### config.mk
export PLATFORM = sky130hd
export DESIGN_NAME = brk_unit
export DESIGN_NICKNAME = d
export VERILOG_FILES = /design/src/logic/brk_sync3.v /design/src/logic/brk_unit.v
export VERILOG_INCLUDE_DIRS = /design/src /design/src/logic
export SDC_FILE = /design/constraint.sdc
export NUM_CORES = 1
export LEC_CHECK = 0
export BUFFER_PORTS_ARGS = -buffer_cell sky130_fd_sc_hd__buf_2
export CORE_ASPECT_RATIO = 0.75
export CORE_UTILIZATION = 25
export DETAILED_ROUTE_END_ITERATION = 6
export GPL_TIMING_DRIVEN = 1
export SETUP_SLACK_MARGIN = 0.05
export SYNTH_ARGS = -nofsm -noshare
export SYNTH_HDL_FRONTEND = slang
export SYNTH_SLANG_ARGS = --single-unit
### constraint.sdc
create_clock -name clk_i -period 2.3 [get_ports clk_i]
set_clock_uncertainty 0.15 [all_clocks]
set_input_delay 0.46 -clock clk_i [delete_from_list [all_inputs] [get_ports clk_i]]
set_output_delay 0.46 -clock clk_i [all_outputs]
set_load 0.05 [all_outputs]
### src/logic/brk_unit_map.vh
// register offsets, field positions, reset values of the breakpoint unit
// assumes a plain register port with 3-bit word addresses, 8-bit data
//
// Overview of operation
// - address match raises break request to cpu
// - match on last cycle breaks immediately
// - active flag set on address match
// - writing one to active flag forces break
// - software clears active flag; reset clears it
// - enable bit 7 permits address breaks
// - address high and low bytes reset zero
// - all timer counters halt during break
// - watchdog off in break with test voltage
// - flag clearing in break needs clear enable
// - unit stays working in wait mode
// - break exits stop and sets wake flag
// - wake flag cleared by writing zero, reset
// - compare only cpu program counter addresses
`ifndef BRK_UNIT_MAP_VH
`define BRK_UNIT_MAP_VH

// ----------------------------------------------------------------------
// register word addresses
// ----------------------------------------------------------------------
`define BRK_ADDR_CTRL     3'h0
`define BRK_ADDR_HIGH     3'h1
`define BRK_ADDR_LOW      3'h2
`define BRK_ADDR_WAKE     3'h3
`define BRK_ADDR_FLAGCTL  3'h4
`define BRK_ADDR_IRQ_STAT 3'h5
`define BRK_ADDR_IRQ_MASK 3'h6

// ----------------------------------------------------------------------
// field positions and reset values
// ----------------------------------------------------------------------
`define BRK_BIT_ENABLE    7
`define BRK_BIT_ACTIVE    6
`define BRK_BIT_WAKE      1
`define BRK_BIT_CLR_EN    7
`define BRK_IRQ_BREAK     0
`define BRK_IRQ_WAKE      1
`define BRK_RST_BYTE      8'h00

`endif

### src/logic/brk_sync3.v
// three-stage input synchroniser for a level from another domain
// assumes one clock; output changes when stages two and three agree
`timescale 1ns/1ps
`default_nettype none

module brk_sync3
(
  input  wire clk_i,
  input  wire rst_b_i,
  input  wire d_i,
  output reg  q_o
);

  reg s1_reg;
  reg s2_reg;
  reg s3_reg;

  // ----------------------------------------------------------------------
  // shift chain; the first stage feeds only the second
  // ----------------------------------------------------------------------
  always @(posedge clk_i or negedge rst_b_i)
  begin
    if (!rst_b_i)
    begin
      s1_reg <= 1'b0;
      s2_reg <= 1'b0;
      s3_reg <= 1'b0;
      q_o    <= 1'b0;
    end
    else
    begin
      s1_reg <= d_i;
      s2_reg <= s1_reg;
      s3_reg <= s2_reg;
      if (s2_reg == s3_reg)
        q_o <= s3_reg; // agreement filters a single glitchy sample
    end
  end

endmodule // brk_sync3

`default_nettype wire

### src/logic/brk_unit.v
// address breakpoint unit: compare, break flags, wake flag, freezes
// assumes the cpu core honours break_req_o and pulses rti/stop/wait
`timescale 1ns/1ps
`default_nettype none
`include "brk_unit_map.vh"

module brk_unit
(
  input  wire       clk_i,
  input  wire       rst_b_i,
  // register port
  input  wire [2:0] reg_addr_i,
  input  wire [7:0] reg_wdata_i,
  input  wire       reg_wr_i,
  input  wire       reg_rd_i,
  output reg  [7:0] reg_rdata_o,
  // cpu side
  input  wire [15:0] cpu_addr_i,
  input  wire       cpu_addr_valid_i,
  input  wire       cpu_last_cycle_i,
  input  wire       cpu_rti_i,
  input  wire       cpu_in_wait_i,
  input  wire       cpu_in_stop_i,
  input  wire       test_high_voltage_i,
  input  wire       status_clear_req_i,
  output reg        break_req_o,
  output reg        break_now_o,
  output reg        in_break_o,
  output reg        stop_exit_o,
  output reg        timer_freeze_o,
  output reg        watchdog_disable_o,
  output reg        status_clear_ok_o,
  output reg        irq_o
);

  // ----------------------------------------------------------------------
  // state
  // ----------------------------------------------------------------------
  reg        breakpoint_enable_reg;
  reg        break_active_flag_reg;
  reg [7:0]  breakpoint_address_high_reg;
  reg [7:0]  breakpoint_address_low_reg;
  reg        wake_by_break_flag_reg;
  reg        flag_clear_in_break_enable_reg;
  reg [1:0]  irq_stat_reg;
  reg [1:0]  irq_mask_reg;
  reg        in_break_reg;
  reg        pending_reg;
  wire       thv_sync;

  // test high voltage arrives from the reset pin, another domain
  brk_sync3 u_thv_sync
  (
    .clk_i   (clk_i),
    .rst_b_i (rst_b_i),
    .d_i     (test_high_voltage_i),
    .q_o     (thv_sync)
  );

  // ----------------------------------------------------------------------
  // decode helpers
  // ----------------------------------------------------------------------
  function wr_hit;
    input [2:0] a;
    input [2:0] target;
    input       wr;
    begin
      wr_hit = wr && (a == target);
    end
  endfunction

  wire wr_ctrl  = wr_hit(reg_addr_i, `BRK_ADDR_CTRL, reg_wr_i);
  wire wr_high  = wr_hit(reg_addr_i, `BRK_ADDR_HIGH, reg_wr_i);
  wire wr_low   = wr_hit(reg_addr_i, `BRK_ADDR_LOW, reg_wr_i);
  wire wr_wake  = wr_hit(reg_addr_i, `BRK_ADDR_WAKE, reg_wr_i);
  wire wr_fctl  = wr_hit(reg_addr_i, `BRK_ADDR_FLAGCTL, reg_wr_i);
  wire wr_istat = wr_hit(reg_addr_i, `BRK_ADDR_IRQ_STAT, reg_wr_i);
  wire wr_imask = wr_hit(reg_addr_i, `BRK_ADDR_IRQ_MASK, reg_wr_i);

  // only program counter addresses are compared, not dma or others
  wire addr_match = cpu_addr_valid_i &&
    (cpu_addr_i == {breakpoint_address_high_reg,
                    breakpoint_address_low_reg});
  wire match_ok = addr_match && breakpoint_enable_reg;
  // a one written to the active flag forces a break with no match
  wire sw_break = wr_ctrl && reg_wdata_i[`BRK_BIT_ACTIVE];
  wire break_evt = match_ok || sw_break;
  // wait mode keeps this logic clocked, so matches still count
  wire wake_evt = break_evt && (cpu_in_wait_i || cpu_in_stop_i);

  // ----------------------------------------------------------------------
  // control and address registers
  // ----------------------------------------------------------------------
  always @(posedge clk_i or negedge rst_b_i)
  begin
    if (!rst_b_i)
    begin
      breakpoint_enable_reg          <= 1'b0;
      breakpoint_address_high_reg    <= `BRK_RST_BYTE;
      breakpoint_address_low_reg     <= `BRK_RST_BYTE;
      flag_clear_in_break_enable_reg <= 1'b0;
      irq_mask_reg                   <= 2'h0;
    end
    else
    begin
      if (wr_ctrl)
        breakpoint_enable_reg <= reg_wdata_i[`BRK_BIT_ENABLE];
      if (wr_high)
        breakpoint_address_high_reg <= reg_wdata_i;
      if (wr_low)
        breakpoint_address_low_reg <= reg_wdata_i;
      if (wr_fctl)
        flag_clear_in_break_enable_reg <= reg_wdata_i[`BRK_BIT_CLR_EN];
      if (wr_imask)
        irq_mask_reg <= reg_wdata_i[1:0];
    end
  end

  // ----------------------------------------------------------------------
  // sticky flags; a hardware set beats a same-cycle software clear
  // ----------------------------------------------------------------------
  always @(posedge clk_i or negedge rst_b_i)
  begin
    if (!rst_b_i)
    begin
      break_active_flag_reg  <= 1'b0;
      wake_by_break_flag_reg <= 1'b0;
      irq_stat_reg           <= 2'h0;
    end
    else
    begin
      if (break_evt)
        break_active_flag_reg <= 1'b1;
      else if (wr_ctrl && !reg_wdata_i[`BRK_BIT_ACTIVE])
        break_active_flag_reg <= 1'b0;
      if (wake_evt)
        wake_by_break_flag_reg <= 1'b1;
      else if (wr_wake && !reg_wdata_i[`BRK_BIT_WAKE])
        wake_by_break_flag_reg <= 1'b0;
      irq_stat_reg[`BRK_IRQ_BREAK] <= break_evt ||
        (irq_stat_reg[`BRK_IRQ_BREAK] &&
         !(wr_istat && reg_wdata_i[`BRK_IRQ_BREAK]));
      irq_stat_reg[`BRK_IRQ_WAKE] <= wake_evt ||
        (irq_stat_reg[`BRK_IRQ_WAKE] &&
         !(wr_istat && reg_wdata_i[`BRK_IRQ_WAKE]));
    end
  end

  // ----------------------------------------------------------------------
  // break state: request held until the cpu takes it, left on rti
  // ----------------------------------------------------------------------
  always @(posedge clk_i or negedge rst_b_i)
  begin
    if (!rst_b_i)
    begin
      pending_reg  <= 1'b0;
      in_break_reg <= 1'b0;
    end
    else
    begin
      if (cpu_rti_i && in_break_reg)
      begin
        in_break_reg <= 1'b0;
        pending_reg  <= 1'b0;
      end
      else if (pending_reg && cpu_last_cycle_i)
      begin
        pending_reg  <= 1'b0;
        in_break_reg <= 1'b1;
      end
      else if (break_evt && !in_break_reg)
      begin
        if (cpu_last_cycle_i)
          in_break_reg <= 1'b1;
        else
          pending_reg <= 1'b1;
      end
    end
  end

  // ----------------------------------------------------------------------
  // registered outputs to the cpu and neighbouring blocks
  // ----------------------------------------------------------------------
  always @(posedge clk_i or negedge rst_b_i)
  begin
    if (!rst_b_i)
    begin
      break_req_o        <= 1'b0;
      break_now_o        <= 1'b0;
      in_break_o         <= 1'b0;
      stop_exit_o        <= 1'b0;
      timer_freeze_o     <= 1'b0;
      watchdog_disable_o <= 1'b0;
      status_clear_ok_o  <= 1'b0;
      irq_o              <= 1'b0;
    end
    else
    begin
      // level request; cpu vectors per its own mode
      break_req_o <= (pending_reg || (break_evt && !in_break_reg)) &&
                     !(cpu_rti_i && in_break_reg);
      // one-cycle pulse when a match lands on the last cycle
      break_now_o <= break_evt && !in_break_reg && !pending_reg &&
                     cpu_last_cycle_i;
      in_break_o <= in_break_reg;
      stop_exit_o <= break_evt && cpu_in_stop_i;
      timer_freeze_o <= in_break_reg;
      watchdog_disable_o <= in_break_reg && thv_sync;
      // outside a break clearing is always allowed
      status_clear_ok_o <= status_clear_req_i &&
        (!in_break_reg || flag_clear_in_break_enable_reg);
      irq_o <= |(irq_stat_reg & irq_mask_reg);
    end
  end

  // ----------------------------------------------------------------------
  // read data, one cycle after the strobe; unmapped reads zero
  // ----------------------------------------------------------------------
  always @(posedge clk_i or negedge rst_b_i)
  begin
    if (!rst_b_i)
      reg_rdata_o <= 8'h00;
    else if (reg_rd_i)
    begin
      case (reg_addr_i)
        `BRK_ADDR_CTRL:
          reg_rdata_o <= {breakpoint_enable_reg, break_active_flag_reg,
                          6'h00};
        `BRK_ADDR_HIGH:     reg_rdata_o <= breakpoint_address_high_reg;
        `BRK_ADDR_LOW:      reg_rdata_o <= breakpoint_address_low_reg;
        `BRK_ADDR_WAKE:
          reg_rdata_o <= {6'h00, wake_by_break_flag_reg, 1'b0};
        `BRK_ADDR_FLAGCTL:
          reg_rdata_o <= {flag_clear_in_break_enable_reg, 7'h00};
        `BRK_ADDR_IRQ_STAT: reg_rdata_o <= {6'h00, irq_stat_reg};
        `BRK_ADDR_IRQ_MASK: reg_rdata_o <= {6'h00, irq_mask_reg};
        default:            reg_rdata_o <= 8'h00;
      endcase
    end
    else
      reg_rdata_o <= 8'h00;
  end

endmodule // brk_unit

`default_nettype wire

* Yosys cells after proc, flatten, opt, wreduce, memory -nomap -nowiden
Cells that the tools add are included.
** Word-level totals
- Flip-flop bits (word level) :: 45
- Logic and storage cells :: 93
- Output and inout port bits :: 16
- Input bits :: 38
** Cells by class
- Bitwise gates (word level) :: 1
- Reductions and logical operators :: 47
- Mux-type cells :: 14
- Equality and inequality tests :: 9
** Operators by type and width (count)
- 8-bit case mux with 7 select lines :: 1
- 1-bit logical AND :: 26
- 16-bit == test :: 1
- 1-bit 2-to-1 mux :: 12
- 3-bit == test (second input constant) :: 3
- 8-bit 2-to-1 mux :: 1
- 1-bit logical NOT :: 7
- 3-bit by 2-bit == test with 1-bit output (second input constant) :: 2
- 1-bit logical OR :: 6
- 3-bit nonzero test :: 2
- 2-bit AND reduction :: 2
- 2-bit nonzero test :: 2
- 3-bit by 1-bit == test with 1-bit output (second input constant) :: 1
- 3-bit logical NOT :: 1
- 3-bit by 1-bit inequality test with 1-bit output (second input constant) :: 1
- 2-bit bitwise AND :: 1
- 2-bit OR reduction :: 1
- 1-bit == test :: 1

* Logic depth before layout (Yosys ltp)
- Word-level depth :: 8
- Mapped depth :: 5
- Mapped depth without buffers :: 4

* Modules after synthesis
A second synthesis with hierarchy kept.
** Unflattened totals
- Cells, all modules :: 155
- Area, all modules :: 2005.7 µm²
** By module, submodules not included
- brk_unit :: seq. area each 1026.0 µm², instances 1, area each 1894.3 µm², cells an instance 150
- brk_sync3 :: seq. area each 100.1 µm², instances 1, area each 111.4 µm², cells an instance 5

* Worst setup path before layout
OpenSTA, ideal clock, no wires.
- Path type :: input to register
- From :: input port reg_addr_i[1]
- To :: register breakpoint_address_high_reg[0]
- Buffers on the path :: 1
- Data arrival time :: 1.427 ns
- Data required time :: 2.025 ns
- Setup time :: 0.125 ns
- Stages on the path :: 4
- Slack :: 0.599 ns
- Cells stage by stage :: buf_2 > nand2b_1 > nor2_2 > mux2_2
** Between the ends
- Longest elaborated chain between the ends :: 2
** Ends and longest elaborated chain
- start, declared :: RTL line brk_unit.v:12 : input wire [2:0] reg_addr_i,
- 3-bit by 1-bit == test with 1-bit output :: RTL line brk_unit.v:68 : wr_hit = wr && (a == target);
- 1-bit logical AND :: RTL line brk_unit.v:68
- end signal, assigned :: RTL line brk_unit.v:99 : breakpoint_address_high_reg <= `BRK_RST_BYTE;
- end signal, assigned :: RTL line brk_unit.v:109 : breakpoint_address_high_reg <= reg_wdata_i;
- end, declared :: RTL line brk_unit.v:41 : reg [7:0] breakpoint_address_high_reg;
No other way between the ends.
A chain may end at the register's enable or synchronous reset.

* Worst setup path in the final report
- From :: register breakpoint_address_high_reg[5]
- To :: register wake_by_break_flag_reg
** Between the ends
- Longest elaborated chain between the ends :: 6
- Elaborated cells between the ends (all ways) :: 7
- Classes of those cells :: eq/ne: 1; mux: 1; reduce/logical: 5
** Ends and longest elaborated chain
- 16-bit == test (*) :: RTL line brk_unit.v:82 : (cpu_addr_i == {breakpoint_address_high_reg,
- 1-bit logical AND (*) :: RTL line brk_unit.v:81 : wire addr_match = cpu_addr_valid_i &&
- 1-bit logical AND (*) :: RTL line brk_unit.v:84 : wire match_ok = addr_match && breakpoint_enable_reg;
- 1-bit logical OR (*) :: RTL line brk_unit.v:87 : wire break_evt = match_ok || sw_break;
- 1-bit logical AND (*) :: RTL line brk_unit.v:89 : wire wake_evt = break_evt && (cpu_in_wait_i || cpu_in_stop_i);
- 1-bit 2-to-1 mux or 2-bit nonzero test (tied branches)
- end signal, assigned :: RTL line brk_unit.v:127 : wake_by_break_flag_reg <= 1'b0;
- end signal, assigned :: RTL line brk_unit.v:137 : wake_by_break_flag_reg <= 1'b1;
- end signal, assigned :: RTL line brk_unit.v:139 : wake_by_break_flag_reg <= 1'b0;
- end, declared :: RTL line brk_unit.v:43 : reg wake_by_break_flag_reg;
Every way passes the cells marked *; elsewhere a longest branch is shown, timed or not.

==> flow_summary.yaml <==
global_routing:
  grt_max_degree: 26
  grt_pass1_wl_mm: 8.162
  grt_pass1_vias: 1523
  grt_antenna_before_repair: 0
  overflow: 0
  gr-usage-all-layers_pct: 12.34
synth:
  synth_edf_count: 0
  netlist_area_mm2: 0.002093
  synth_area_leaders: "dfrtp_1, mux2_2, xor2_1"
  yosysTopAreaCell: "dfrtp_1"
  syn_nets: 212
  netlist_top_cells_count: "dfrtp_1, mux2_2, xor2_1"
  ys_seq_area_share_pct: 53.80
  async_flop_share_pct: 100.0
  synth.avg_cell_area_um2: 12.03
  yosys_warnings: 0
  synth-seq-cells: 45
  synthMostInstantiatedCell: "dfrtp_1"
  synth_cell_types: 40
  ys.flop_type: "dfrtp_1"
  syn_inst: 174
  synth_top_cell_area_share_pct: 53.80
floorplanning:
  coreArea_mm2: 0.007988
  dieHeight_um: 81.25
  die_area_mm2: 0.008747
  std_cell_rows: 28
  die_x_um: 107.7
  pin_count: 54
  start_util_pct: 26.21
power_and_ir_drop:
  switching_power_w: 0.0005763
  cellLeakagePower_nw: 1.180
  combPwrFrac_pct: 21.5
  finalPower_w: 0.001909
  clock_power_share_pct: 26.2
  power.internal_w: 0.001332
  netSwitchingFraction_pct: 30.20
  power.density_mw_per_mm2: 734.4
  vdd_drop_max_mv: 0.2729
  seq_power_share_pct: 52.3
cells_and_area:
  final_nets: 271
  layoutNonFillerInstCount: 338
  final_util_pct: 32.53
  n_antenna_cell: 0
  drive_gt1_share_pct: 38.63
  syn_to_final_growth_pct: 24.15
  fillers: 857
placed_design:
  dp.final_hpwl_mm: 3.835
  place.gp.congestion: 0.8755
  dp.cells: 330
  portBuffers: 53
routing:
  routed_via_density: 4.462
  postRouteAntennaNets: 0
  vias: 1508
  wl_per_cell_um: 14.71
  dr.pass1.iters: 4
  drt-initial-drc-count: 64
  wirelength_mm: 4.972
  drcViolationCount: 0
worst_setup_path:
  cpPeakStageDelay_ns: 0.41
  cp_data_required_time_ns: 2.33
  arrival_ns: 1.95
  cp.buffers_inverters: 0
  cpMaxStageDelayCell: "dfrtp_1"
  critPathTopFamily: "simple AND/OR/NAND/NOR gates"
  start_kind: "register"
  cp-end-kind: "register"
  path_max_fanout: 9
  crit_chain: "xor2_1, nor4_1, nand3_1, o311ai_1"
  crit_type: "register to register"
outcome:
  status: "complete, no violations"
clocking:
  cts_root_buf: "clkbuf_8"
  path_clk_slew_ns: 0.08
  cts_inserted_buffers: 5
  cts_sinks: 45
  clock_path_buffers: 2
  htree_levels: 2
  worstSkewPairLatency_ns: 0.29
  tritoncts: "yes"
timing:
  max_slew_margin_pct: 65.99
  clock.fmax_ghz: 0.5211
  fin_crit_ns: 1.919
  grt_setup_unrepaired: "no"
  period_share_pct: 83.43
  finalSetupViolations: 0
  finalHoldViolCount: 0
  finalMaxSlewViolations: 0
  setup_tns_ns: 0
  whs_ns: 0.1239
  worst_pin_slew_ns: 0.5101
job:
  max-cap-violations: 0
min_path:
  min_path_type: "input port to register"
[layout by cell type, fill, tap and decap left out, drive strengths merged, types with 6 or more instances in the layout]
cell type	netlist	routed
nand2	6	6
mux2i	6	6
xor2	15	15
mux2	20	20
o21ai	10	10
dfrtp	45	45
nor2	11	11
buf	4	56
clkbuf	1	6
[what timing repair did]
| action | CTS | global route |
|---|---|---|
| gates resized for setup | 0 | 0 |
| endpoints found under the hold margin | 16 | 0 |
| hold buffers | 1 | 0 |
| setup buffers | 0 | 0 |
[worst paths after layout]
path                            depth (start not counted)  slack (ns)                endpoint                      startpoint
worst max-delay path                                    4        0.38  wake_by_break_flag_reg  breakpoint_address_high_reg[5]
worst min-delay path                                    1        0.12       u_thv_sync.s1_reg             test_high_voltage_i
worst max register to register                          4        0.38  wake_by_break_flag_reg  breakpoint_address_high_reg[5]
worst min register to register                          0        0.20       u_thv_sync.s2_reg               u_thv_sync.s1_reg
max in group asynchronous                               3        0.97          reg_rdata_o[6]                         rst_b_i
min in group asynchronous                               2        0.53             break_now_o                         rst_b_i
[per-layer routing]
layer	GRT usage [%]	wire length, µm	vias up
met5	0	0	-
met4	2.329	16	0
met3	2.889	233	2
met2	17.63	2102	50
met1	18.74	2620	719
li1	-	-	737
[metrics by stage]
step                      area [µm²]  setup WS, ns
after floorplan                 2093        0.5985
after global placement          2499        0.3432
after detailed placement        2499        0.2975
after CTS                       2599        0.3686
after global routing            2599        0.2286
final                           2599        0.3811
[cell type report]
type | count | area (µm²) | share of cell area (%)
clock buffers | 6 | 82.58 | 3.178
well taps | 105 | 131.4 | 5.055
clock inverters | 1 | 7.507 | 0.2889
multi-input cells | 121 | 929.6 | 35.77
inverters | 3 | 11.26 | 0.4333
repair buffers | 57 | 310.3 | 11.94
flip-flops and latches | 45 | 1126 | 43.33
[power groups by stage]
stage                     registers (W)  clock network [W]  logic (W)
after floorplan                 0.00104                  0   0.000235
after global placement          0.00101                  0   0.000403
final                          0.000999           0.000500   0.000410
after global routing            0.00102           0.000562   0.000449
after detailed placement        0.00102                  0   0.000411
after CTS                       0.00100           0.000515   0.000415
[cells by family (layout without fill, tap and decap cells)]
family	Yosys count	after routing	synth area share, %
AND/OR/NAND/NOR	48	48	14.29
multiplexers	26	26	13.63
AO/OA/AOI/OAI	30	30	9.325
buffers and inverters	8	67	1.793
XOR/XNOR	16	16	6.695
adder cells (fa/ha/maj)	1	1	0.4782
flip-flops	45	45	53.80
(Power assumes the default switching activity.)
